**src/rtl/ldr_pkg.sv**
```systemverilog
// constants, states and helpers for the read-burst core of a dual-channel low-power dram die
// assumes a 20 MHz system clock that oversamples the command clock coming from the controller
package ldr_pkg;
   localparam int LDR_DQ_W = 8;
   localparam int LDR_CA_W = 6;
   localparam int LDR_RL_W = 6;
   localparam int LDR_RL_MAX = 32;
   localparam int LDR_COL_W = 8;
   localparam int LDR_FIFO_DEPTH = 32;
   localparam int LDR_TS_W = 16;
   localparam int LDR_HIST = 4;

   // command encodings seen on the six command lines at a command-clock rise
   localparam logic [4:0] LDR_OP_READ1 = 5'h02;
   localparam logic [4:0] LDR_OP_CAS2 = 5'h12;
   localparam int LDR_OP_MSB = 4;
   localparam int LDR_BL_BIT = 5;
   localparam int LDR_ACT_BIT0 = 0;
   localparam int LDR_ACT_BIT1 = 1;
   localparam logic [1:0] LDR_COL_LOW = 2'h0;

   // strobe framing, counted in half command-clock periods
   localparam int LDR_PRE_HALVES = 4;
   localparam int LDR_PRE_TOGGLE_HALF = 1;
   localparam int LDR_POST_STD_HALVES = 1;
   localparam int LDR_POST_EXT_HALVES = 3;
   localparam int LDR_BL16 = 16;
   localparam int LDR_BL32 = 32;

   // activate spacing limits
   localparam int LDR_RRD_PS = 10000;
   localparam int LDR_RRD_TOP_PS = 7500;
   localparam int LDR_FAW_PS = 40000;
   localparam int LDR_FAW_TOP_PS = 30000;
   localparam int LDR_RRD_NCK = 4;
   localparam int LDR_FAW_NCK = 1;

   typedef enum logic [1:0]
   {
      LDR_IDLE = 2'b00,
      LDR_PRE = 2'b01,
      LDR_DATA = 2'b10,
      LDR_POST = 2'b11
   } ldr_burst_t;

   // least time in clocks: rounds up, never below the clock floor
   function automatic int ldr_cycles(input int ps, input int tck_ps, input int nck);
      int c;
      c = (ps + tck_ps - 1) / tck_ps;
      return (c > nck) ? c : nck;
   endfunction
endpackage

```
**src/rtl/ldr_fifo.sv**
```systemverilog
// read-data buffer between the array and the strobe sequencer
// assumes one clock domain; depth is a power of two
`timescale 1ns/1ps
module ldr_fifo #(
   parameter int W = 8,
   parameter int DEPTH = 32
)(
   input wire logic clk_i,          // system clock
   input wire logic rst_i,          // async reset, high
   input wire logic [W-1:0] in_data_i, // word from array
   input wire logic in_valid_i,     // word offered
   output logic in_ready_o,         // room left
   output logic [W-1:0] out_data_o, // registered head word
   output logic out_valid_o,        // head word valid
   input wire logic out_ready_i     // head word taken
);
   localparam int AW = $clog2(DEPTH);

   typedef struct packed {
      logic [DEPTH-1:0][W-1:0] mem;
      logic [AW-1:0] wptr;
      logic [AW-1:0] rptr;
      logic [AW:0] cnt;
      logic in_ready;
      logic out_valid;
      logic [W-1:0] out_data;
   } ldr_fifo_st_t;

   ldr_fifo_st_t q, d;
   logic wr;
   logic ld;

   always_comb
   begin
      d = q;
      wr = in_valid_i & q.in_ready;
      ld = (~q.out_valid | out_ready_i) & (q.cnt != '0);
      if (wr)
      begin
         d.mem[q.wptr] = in_data_i;
         d.wptr = q.wptr + AW'(1);
      end
      // output stage is a register, so the head word never comes from the array directly
      if (ld)
      begin
         d.out_data = q.mem[q.rptr];
         d.out_valid = 1'b1;
         d.rptr = q.rptr + AW'(1);
      end
      else if (out_ready_i)
      begin
         d.out_valid = 1'b0;
      end
      d.cnt = q.cnt + (AW+1)'(wr) - (AW+1)'(ld);
      d.in_ready = d.cnt < (AW+1)'(DEPTH);
   end

   always_ff @(posedge clk_i or posedge rst_i)
   begin
      if (rst_i)
         q <= '0;
      else
         q <= d;
   end

   assign in_ready_o = q.in_ready;
   assign out_data_o = q.out_data;
   assign out_valid_o = q.out_valid;
endmodule

```
**src/rtl/ldr_read_core.sv**
```systemverilog
// read command decode, latency scheduling and strobe/data framing of one channel
// assumes the command clock, select, enable and command lines arrive from another domain
// and are oversampled here; both command-clock edges act as half-clock ticks
`timescale 1ns/1ps
module ldr_read_core #(
   parameter int DQ_W = ldr_pkg::LDR_DQ_W,
   parameter int RL_MAX = ldr_pkg::LDR_RL_MAX,
   parameter int FIFO_DEPTH = ldr_pkg::LDR_FIFO_DEPTH,
   parameter int LINK_TCK_PS = 400000,
   parameter bit RATED_TOP = 1'b1
)(
   input wire logic clk_i,                                  // system clock
   input wire logic rst_i,                                  // async reset, high
   input wire logic ck_i,                                   // command clock pin
   input wire logic cke_i,                                  // clock enable pin
   input wire logic cs_i,                                   // chip select pin
   input wire logic [ldr_pkg::LDR_CA_W-1:0] ca_i,           // command lines
   input wire logic [ldr_pkg::LDR_RL_W-1:0] read_latency_i, // programmed latency, clocks
   input wire logic toggle_preamble_i,                      // 1: toggling preamble
   input wire logic ext_postamble_i,                        // 1: 1.5-clock postamble
   input wire logic burst_otf_i,                            // 1: length from command
   input wire logic bl32_default_i,                         // fixed length select
   input wire logic [DQ_W-1:0] rd_data_i,                   // beat from array
   input wire logic rd_valid_i,                             // beat offered
   output logic rd_ready_o,                                 // buffer has room
   output logic rd_req_o,                                   // burst fetch request
   output logic [ldr_pkg::LDR_COL_W-1:0] rd_col_o,          // burst start column
   output logic rd_bl32_o,                                  // request is 32 beats
   output logic [DQ_W-1:0] dq_o,                            // data out
   output logic dq_oe_o,                                    // data driven
   output logic dqs_o,                                      // strobe out
   output logic dqs_oe_o,                                   // strobe driven
   output logic underrun_o,                                 // beat sent without data
   output logic act_timing_err_o                            // activate spacing broken
);
   import ldr_pkg::*;

   localparam int SCHED_W = 2 * RL_MAX;
   localparam int RRD_CYC = ldr_cycles(RATED_TOP ? LDR_RRD_TOP_PS : LDR_RRD_PS, LINK_TCK_PS, LDR_RRD_NCK);
   localparam int FAW_CYC = ldr_cycles(RATED_TOP ? LDR_FAW_TOP_PS : LDR_FAW_PS, LINK_TCK_PS, LDR_FAW_NCK);

   typedef struct packed {
      logic ck_s1;
      logic ck_s2;
      logic ck_p;
      logic cke_s1;
      logic cke_s2;
      logic cs_s1;
      logic cs_s2;
      logic [LDR_CA_W-1:0] ca_s1;
      logic [LDR_CA_W-1:0] ca_s2;
      logic rd1_seen;
      logic rd1_bl32;
      logic [SCHED_W-1:0] sched;
      logic [SCHED_W-1:0] sched_bl;
      ldr_burst_t st;
      logic [5:0] cnt;
      logic req;
      logic [LDR_COL_W-1:0] col;
      logic bl32;
      logic [DQ_W-1:0] dq;
      logic dq_oe;
      logic dqs;
      logic dqs_oe;
      logic underrun;
      logic [LDR_TS_W-1:0] cyc;
      logic [LDR_HIST-1:0][LDR_TS_W-1:0] act_ts;
      logic [2:0] act_n;
      logic act_err;
   } ldr_core_st_t;

   ldr_core_st_t q, d;
   logic [DQ_W-1:0] head_data;
   logic head_valid;
   logic pop;

   ldr_fifo #(
      .W(DQ_W),
      .DEPTH(FIFO_DEPTH)
   ) u_fifo (
      .clk_i(clk_i),
      .rst_i(rst_i),
      .in_data_i(rd_data_i),
      .in_valid_i(rd_valid_i),
      .in_ready_o(rd_ready_o),
      .out_data_o(head_data),
      .out_valid_o(head_valid),
      .out_ready_i(pop)
   );

   // length of a burst in beats, less one, for the down-counter
   function automatic logic [5:0] beats_left(input logic bl32);
      return bl32 ? 6'(LDR_BL32 - 1) : 6'(LDR_BL16 - 1);
   endfunction

   always_comb
   begin
      logic rise;
      logic edge_any;
      logic start_now;
      logic start_bl32;
      logic pre_now;
      logic cmd_ok;
      logic cas2;
      logic act1;
      logic bl_sel;
      logic [6:0] ins;
      logic [LDR_TS_W-1:0] age;
      rise = 1'b0;
      edge_any = 1'b0;
      start_now = 1'b0;
      start_bl32 = 1'b0;
      pre_now = 1'b0;
      cmd_ok = 1'b0;
      cas2 = 1'b0;
      act1 = 1'b0;
      bl_sel = 1'b0;
      ins = '0;
      age = '0;
      pop = 1'b0;
      d = q;
      d.ck_s1 = ck_i;
      d.ck_s2 = q.ck_s1;
      d.ck_p = q.ck_s2;
      d.cke_s1 = cke_i;
      d.cke_s2 = q.cke_s1;
      d.cs_s1 = cs_i;
      d.cs_s2 = q.cs_s1;
      d.ca_s1 = ca_i;
      d.ca_s2 = q.ca_s1;
      d.req = 1'b0;
      d.underrun = 1'b0;
      d.act_err = 1'b0;

      rise = q.ck_s2 & ~q.ck_p;
      edge_any = q.ck_s2 ^ q.ck_p;
      cmd_ok = rise & q.cs_s2 & q.cke_s2;

      // latency schedule advances one slot per half clock
      if (edge_any)
      begin
         start_now = q.sched[0];
         start_bl32 = q.sched_bl[0];
         pre_now = q.sched[LDR_PRE_HALVES];
         d.sched = q.sched >> 1;
         d.sched_bl = q.sched_bl >> 1;
      end

      if (rise)
         d.cyc = q.cyc + LDR_TS_W'(1);

      if (cmd_ok)
      begin
         if (q.ca_s2[LDR_OP_MSB:0] == LDR_OP_READ1)
         begin
            d.rd1_seen = 1'b1;
            d.rd1_bl32 = q.ca_s2[LDR_BL_BIT];
         end
         else if (q.rd1_seen)
         begin
            cas2 = 1'b1;
            d.rd1_seen = 1'b0;
         end
         act1 = q.ca_s2[LDR_ACT_BIT0] & ~q.ca_s2[LDR_ACT_BIT1];
      end

      if (cas2)
      begin
         bl_sel = burst_otf_i ? q.rd1_bl32 : bl32_default_i;
         // data begins read_latency clocks after this second rise
         ins = 7'({read_latency_i, 1'b0}) - 7'd1;
         if (ins < 7'(SCHED_W))
         begin
            d.sched[ins[5:0]] = 1'b1;
            d.sched_bl[ins[5:0]] = bl_sel;
         end
         d.req = 1'b1;
         d.col = {q.ca_s2, LDR_COL_LOW};
         d.bl32 = bl_sel;
      end

      // activate spacing check against the rated limits
      if (act1)
      begin
         age = q.cyc - q.act_ts[0];
         if (q.act_n != '0 && age < LDR_TS_W'(RRD_CYC))
            d.act_err = 1'b1;
         age = q.cyc - q.act_ts[LDR_HIST-1];
         if (q.act_n == 3'(LDR_HIST) && age < LDR_TS_W'(FAW_CYC))
            d.act_err = 1'b1;
         d.act_ts = {q.act_ts[LDR_HIST-2:0], q.cyc};
         if (q.act_n != 3'(LDR_HIST))
            d.act_n = q.act_n + 3'd1;
      end

      if (edge_any)
      begin
         case (q.st)
            LDR_IDLE:
            begin
               if (pre_now)
               begin
                  d.st = LDR_PRE;
                  d.cnt = '0;
                  d.dqs = 1'b0;
                  d.dqs_oe = 1'b1;
               end
            end
            LDR_PRE:
            begin
               d.cnt = q.cnt + 6'd1;
               d.dqs = toggle_preamble_i & (q.cnt == 6'(LDR_PRE_TOGGLE_HALF));
            end
            LDR_DATA:
            begin
               if (q.cnt != '0)
               begin
                  d.cnt = q.cnt - 6'd1;
                  d.dqs = ~q.dqs;
                  d.dq = head_data;
                  pop = 1'b1;
               end
               else if (!start_now)
               begin
                  d.st = LDR_POST;
                  d.cnt = ext_postamble_i ? 6'(LDR_POST_EXT_HALVES - 1) : 6'(LDR_POST_STD_HALVES - 1);
                  d.dqs = 1'b0;
                  d.dq_oe = 1'b0;
               end
            end
            LDR_POST:
            begin
               if (pre_now)
               begin
                  d.st = LDR_PRE;
                  d.cnt = '0;
                  d.dqs = 1'b0;
               end
               else if (q.cnt == '0)
               begin
                  d.st = LDR_IDLE;
                  d.dqs_oe = 1'b0;
               end
               else
               begin
                  d.cnt = q.cnt - 6'd1;
               end
            end
            default:
            begin
               d.st = LDR_IDLE;
            end
         endcase

         // a new burst landing on the last beat runs on without a preamble
         if (start_now && (q.st == LDR_PRE || q.st == LDR_POST || (q.st == LDR_DATA && q.cnt == '0)))
         begin
            d.st = LDR_DATA;
            d.cnt = beats_left(start_bl32);
            d.dqs = 1'b1;
            d.dqs_oe = 1'b1;
            d.dq = head_data;
            d.dq_oe = 1'b1;
            pop = 1'b1;
         end
      end

      // the array missed its deadline; the beat goes out with stale data
      if (pop && !head_valid)
         d.underrun = 1'b1;
   end

   always_ff @(posedge clk_i or posedge rst_i)
   begin
      if (rst_i)
         q <= '0;
      else
         q <= d;
   end

   assign rd_req_o = q.req;
   assign rd_col_o = q.col;
   assign rd_bl32_o = q.bl32;
   assign dq_o = q.dq;
   assign dq_oe_o = q.dq_oe;
   assign dqs_o = q.dqs;
   assign dqs_oe_o = q.dqs_oe;
   assign underrun_o = q.underrun;
   assign act_timing_err_o = q.act_err;
endmodule

```
**config.mk**
```make
export PLATFORM = sky130hd
export DESIGN_NAME = ldr_read_core
export DESIGN_NICKNAME = d
export VERILOG_FILES = /design/src/rtl/ldr_pkg.sv /design/src/rtl/ldr_fifo.sv /design/src/rtl/ldr_read_core.sv
export SDC_FILE = /design/constraint.sdc
export NUM_CORES = 1
export LEC_CHECK = 0
export ABC_AREA = 1
export BUFFER_PORTS_ARGS = -buffer_cell sky130_fd_sc_hd__buf_4
export CAP_MARGIN = 20
export CORE_ASPECT_RATIO = 1.2
export CORE_MARGIN = 2
export CORE_UTILIZATION = 24
export CTS_BUF_LIST = sky130_fd_sc_hd__clkbuf_8 sky130_fd_sc_hd__clkbuf_16
export DETAILED_ROUTE_END_ITERATION = 6
export SLEW_MARGIN = 0
export SYNTH_ARGS = -nofsm -noshare
export SYNTH_HDL_FRONTEND = slang
export SYNTH_SLANG_ARGS = --single-unit
```
**constraint.sdc**
```tcl
create_clock -name clk_i -period 24.1 [get_ports clk_i]
set_clock_uncertainty 0.15 [all_clocks]
set_input_delay 4.82 -clock clk_i [delete_from_list [all_inputs] [get_ports clk_i]]
set_output_delay 4.82 -clock clk_i [all_outputs]
set_load 0.03 [all_outputs]
```
Yosys cells after proc, flatten, opt, wreduce, memory -nomap -nowiden --
Index checks and enable logic that the tools add are counted.
Storage, ports and cells: bits in registers 543, input bits 30, output and inout bits 24
Cells by class: add/sub/neg operators 11, magnitude comparators 9, equal/unequal tests 18, multiplexer cells 55, bitwise gates (word level) 14, reduce and logical (&&, ||, !) cells 28
Operator list (count):
- 128-bit two-way mux | 3
- 256-bit bitwise mux | 1
- 64-bit bitwise mux | 1
- 64-bit OR | 1
- 8-bit two-way mux | 7
- 8-bit binary-select mux with 5-bit select | 1
- 8-bit demux with 5-bit select | 1
- 16-bit subtractor | 2
- 1-bit two-way mux | 25
- 6-bit one-hot mux with 4 select lines | 1
- 16-bit by 1-bit adder with 16-bit output (second input constant) | 1
- 16-bit by 1-bit < comparator with 1-bit output (second input constant) | 1
- 16-bit by 3-bit < comparator with 1-bit output (second input constant) | 1
- 3-bit by 2-bit inequality test with 1-bit output (second input constant) | 5
- 5-bit by 6-bit < comparator with 1-bit output (second input constant) | 2
- 6-bit two-way mux | 2
- 4-bit by 3-bit inequality test with 1-bit output (second input constant) | 3
- 4-bit AND reduction | 3
- 6-bit nonzero test | 2
- 11-bit two-way mux | 1
- 5-bit by 1-bit adder with 5-bit output (second input constant) | 2
- 10-bit two-way mux | 1
- 2-bit two-way mux | 5
- 9-bit two-way mux | 1
- 39 further kinds | 62

Depth between registers and ports, before layout --
depth after elaboration 10, mapped depth 23, gate-level depth less buffers 22

Modules after synthesis --
Synthesis repeated with hierarchy kept, for this count alone.
Second synthesis, totals: cells, all modules 3330, area total of the unflattened synthesis 26481.6 µm²
Modules (own cells, without submodules):
- ldr_fifo | instances 1, cells an instance 1722, area each 13515.5 µm², seq. area each 7056.8 µm²
- ldr_read_core | instances 1, cells an instance 1608, area each 12966.2 µm², seq. area each 6531.3 µm²

Least setup slack after synthesis --
No wires, ideal clock.
path kind in2reg, from input port rd_valid_i, to register u_fifo.q[15] (netlist name), arrival 6.112 ns, required time 23.829 ns, slack 17.718 ns, stages 11, cells stage by stage nand2_1 inv_1 buf_2 ha_1 inv_1 nor2_1 a211oi_1 o21ai_0 a21o_1 xor2_1 inv_1
RTL lines:
- from (decl) | RTL line ldr_read_core.sv:24 | input wire logic rd_valid_i,
- to (signal assigned) | RTL line ldr_fifo.sv:61 | q <= '0;
- to (signal assigned) | RTL line ldr_fifo.sv:63 | q <= d;
- to (decl) | RTL line ldr_fifo.sv:29 | ldr_fifo_st_t q, d;

==> flow_summary.json <==
{
  "status": "finished clean",
  "hp-class": "reg2reg",
  "drive_gt1_frac": 0.0755,
  "vias_per_cell": 4.47,
  "reg2reg_slack_ns": 19.31,
  "mostFrequentLayoutCell": "nand2_1",
  "ys.flop_type": "dfrtp_1",
  "drtIter0Drc": 1578,
  "io_pins": 54,
  "dieArea_mm2": 0.109,
  "drc": 0,
  "crit_arrival_ns": 7.09,
  "num_rows": 131,
  "grt_pass1_wl_mm": 104,
  "insertion_delay_ns": 0.66,
  "hold_buffers": 0,
  "htreeDepth": 2,
  "start_util": 0.241,
  "dr.pass1.iters": 6,
  "end_kind": "asynchronous set/reset pin",
  "yosysSeqAreaShare": 0.531,
  "slew_headroom": 0.289,
  "synth_edf_count": 0,
  "grt_usage": 0.116,
  "place_congestion": 0.844,
  "fin_setup_tns_ns": 0,
  "ir_worst_vdd_v": 0.0000675,
  "critPathMostFrequentCell": "buf_4",
  "max_freq_mhz": 150,
  "crit_slowest_cell": "buf_4",
  "synth_seq_cells": 543,
  "path_delay_family": "buffers and inverters",
  "routedWlPerCell_um": 14.2,
  "syn_avg_cell_area_um2": 8.40,
  "rsz0062_at_grt": "false",
  "cts_resized": 0,
  "hold_slack_ns": 0.200,
  "antenna_found_initial": 0,
  "timing.final.crit_share": 0.276,
  "syn_to_final_growth_pct": 14.1,
  "start_kind": "input pin",
  "routed_wl_mm": 63.0,
  "cts_setup_buffers": 0,
  "crit_chain": "buf_4 -> inv_8 -> buf_12 -> buf_4",
  "fp.dieW_um": 302,
  "crit_buf_inv": 4,
  "grt_pass1_vias": 19500,
  "dp_hpwl_mm": 39.9,
  "postRouteAntennaNets": 0,
  "grt_max_degree": 165,
  "syn_area_mm2": 0.0256,
  "cts_tree": "done",
  "path_clk_slew_ns": 0.07,
  "die_h_um": 362,
  "vias": 19900,
  "final_cell_mix": "nand2_1, dfrtp_1, o21ai_0, inv_1, nor2_1",
  "ys_warn_count": 0,
  "cp.required_ns": 24.53,
  "cts_buffers": 55,
  "crit_type": "in2async",
  "fin_ws_ns": 17.45,
  "grt.overflow.total": 0,
  "async_flop_share": 1.00,
  "maxCapViolCount": 0,
  "io_buffers": 51,
  "synth.distinct_cells": 56,
  "setup_viol": 0,
  "num_antenna_cells": 0,
  "slew_viol_final": 0,
  "p_leak_nw": 13.7,
  "power_mw": 3.29,
  "clockBufferDepth": 3,
  "postSynthCellCount": 3043,
  "nets": 3088,
  "crit_fanout": 164,
  "critPathMaxStageDelay_ns": 0.88,
  "core_mm2": 0.106,
  "period_needed_ns": 6.65,
  "clock_sinks": 543,
  "final_hold_viol_count": 0,
  "cellPowerDensity_mw_per_mm2": 113,
  "cts_root_buf": "clkbuf_16",
  "post-place-ws_ns": 16.58,
  "worstMarginPinSlew_ns": 1.06
}
[worst paths after layout]
check                           depth (start not counted)  startpoint           end
worst max-delay path                                    4       rst_i  u_fifo.q[17]
worst min-delay path                                    0      d[258]        q[258]
worst max register to register                         19      d[260]  u_fifo.q[15]
worst min register to register                          0      d[258]        q[258]
max in group clk_i                                      1     dq_o[5]       dq_o[5]
min in group asynchronous                               2       rst_i         q[31]
[logic make-up (layout without fill, tap and decap cells)]
logic type	after synthesis	in the layout	synth area share
XOR/XNOR	33	33	0.0116
multiplexers	3	3	0.00117
adder cells (fa/ha/maj)	55	55	0.0275
flip-flops	543	543	0.531
other	1	2	0.000147
buffers and inverters	465	469	0.0738
AO/OA/AOI/OAI	747	747	0.163
AND/OR/NAND/NOR	1196	1196	0.192
[power breakdown]
part / switching (mW) / internal [mW] / leakage [nW]
clock: 0.382 / 0.504 / 0.969
combinational: 0.703 / 0.380 / 5.61
sequential: 0.156 / 1.17 / 7.09
total: 1.24 / 2.05 / 13.7
[metrics by stage]
| step | std cells | area [µm²] | util |
|---|---|---|---|
| after CTS | 4439 | 29100 | 0.274 |
| after floorplan | 3044 | 25600 | - |
| after global placement | 4334 | 27100 | 0.256 |
| after detailed placement | 4337 | 27200 | 0.256 |
| final | 4444 | 29200 | 0.275 |
| after global routing | 4444 | 29200 | 0.275 |
[synthesized netlist by cell type (2+ instances only)]
cell	n	area share
o221ai_1	52	0.018
o21ai_0	528	0.10
nand3b_1	4	0.0012
buf_1	7	0.0010
o22ai_1	11	0.0027
inv_1	279	0.041
nand2_4	5	0.0022
and2_1	2	0.00049
o21ai_2	4	0.0014
a21oi_1	60	0.012
buf_4	21	0.0062
buf_6	2	0.00088
o21ai_1	19	0.0037
clkinv_1	2	0.00029
nor3_2	4	0.0016
nor2_1	214	0.031
nor3_1	11	0.0022
nand2_2	16	0.0039
mux2i_1	3	0.0012
buf_2	18	0.0035
a211oi_1	2	0.00059
ha_1	53	0.026
inv_4	2	0.00049
xor2_1	30	0.010
clkbuf_1	127	0.019
nand2_1	801	0.12
nor2_4	6	0.0026
dfrtp_1	543	0.53
and3_1	5	0.0012
inv_2	5	0.00073
fa_1	2	0.0016
nand3_1	107	0.021
a31oi_1	3	0.00073
o211ai_1	59	0.017
nand4_1	14	0.0034
xnor2_1	2	0.00069
[per-layer routing]
layer / GRT usage / vias to the layer above / part of all wire
met4: 0.0339 / 0 / 0.021
li1: - / 9847 / -
met2: 0.200 / 367 / 0.49
met1: 0.149 / 9563 / 0.44
met5: 0 / - / 0
met3: 0.0172 / 76 / 0.044
[final cells by class]
type	count	area (µm²)
Fill cell	11300	76900
Sequential cell	543	13600
Multi-Input combinational cell	2036	10100
Tap cell	1396	1750
Clock buffer	68	1560
Inverter	289	1100
Timing Repair Buffer	78	718
Clock inverter	34	358
[sequential cells by signal, summed over array words and instances (netlist names), 6 cells and up, named ones only]
name / count
q: 229
d: 10
u_fifo.q: 272
u_fifo.out_data_o: 8
rd_col_o: 6
dq_o: 8
Power figures use the tool's default switching activity.
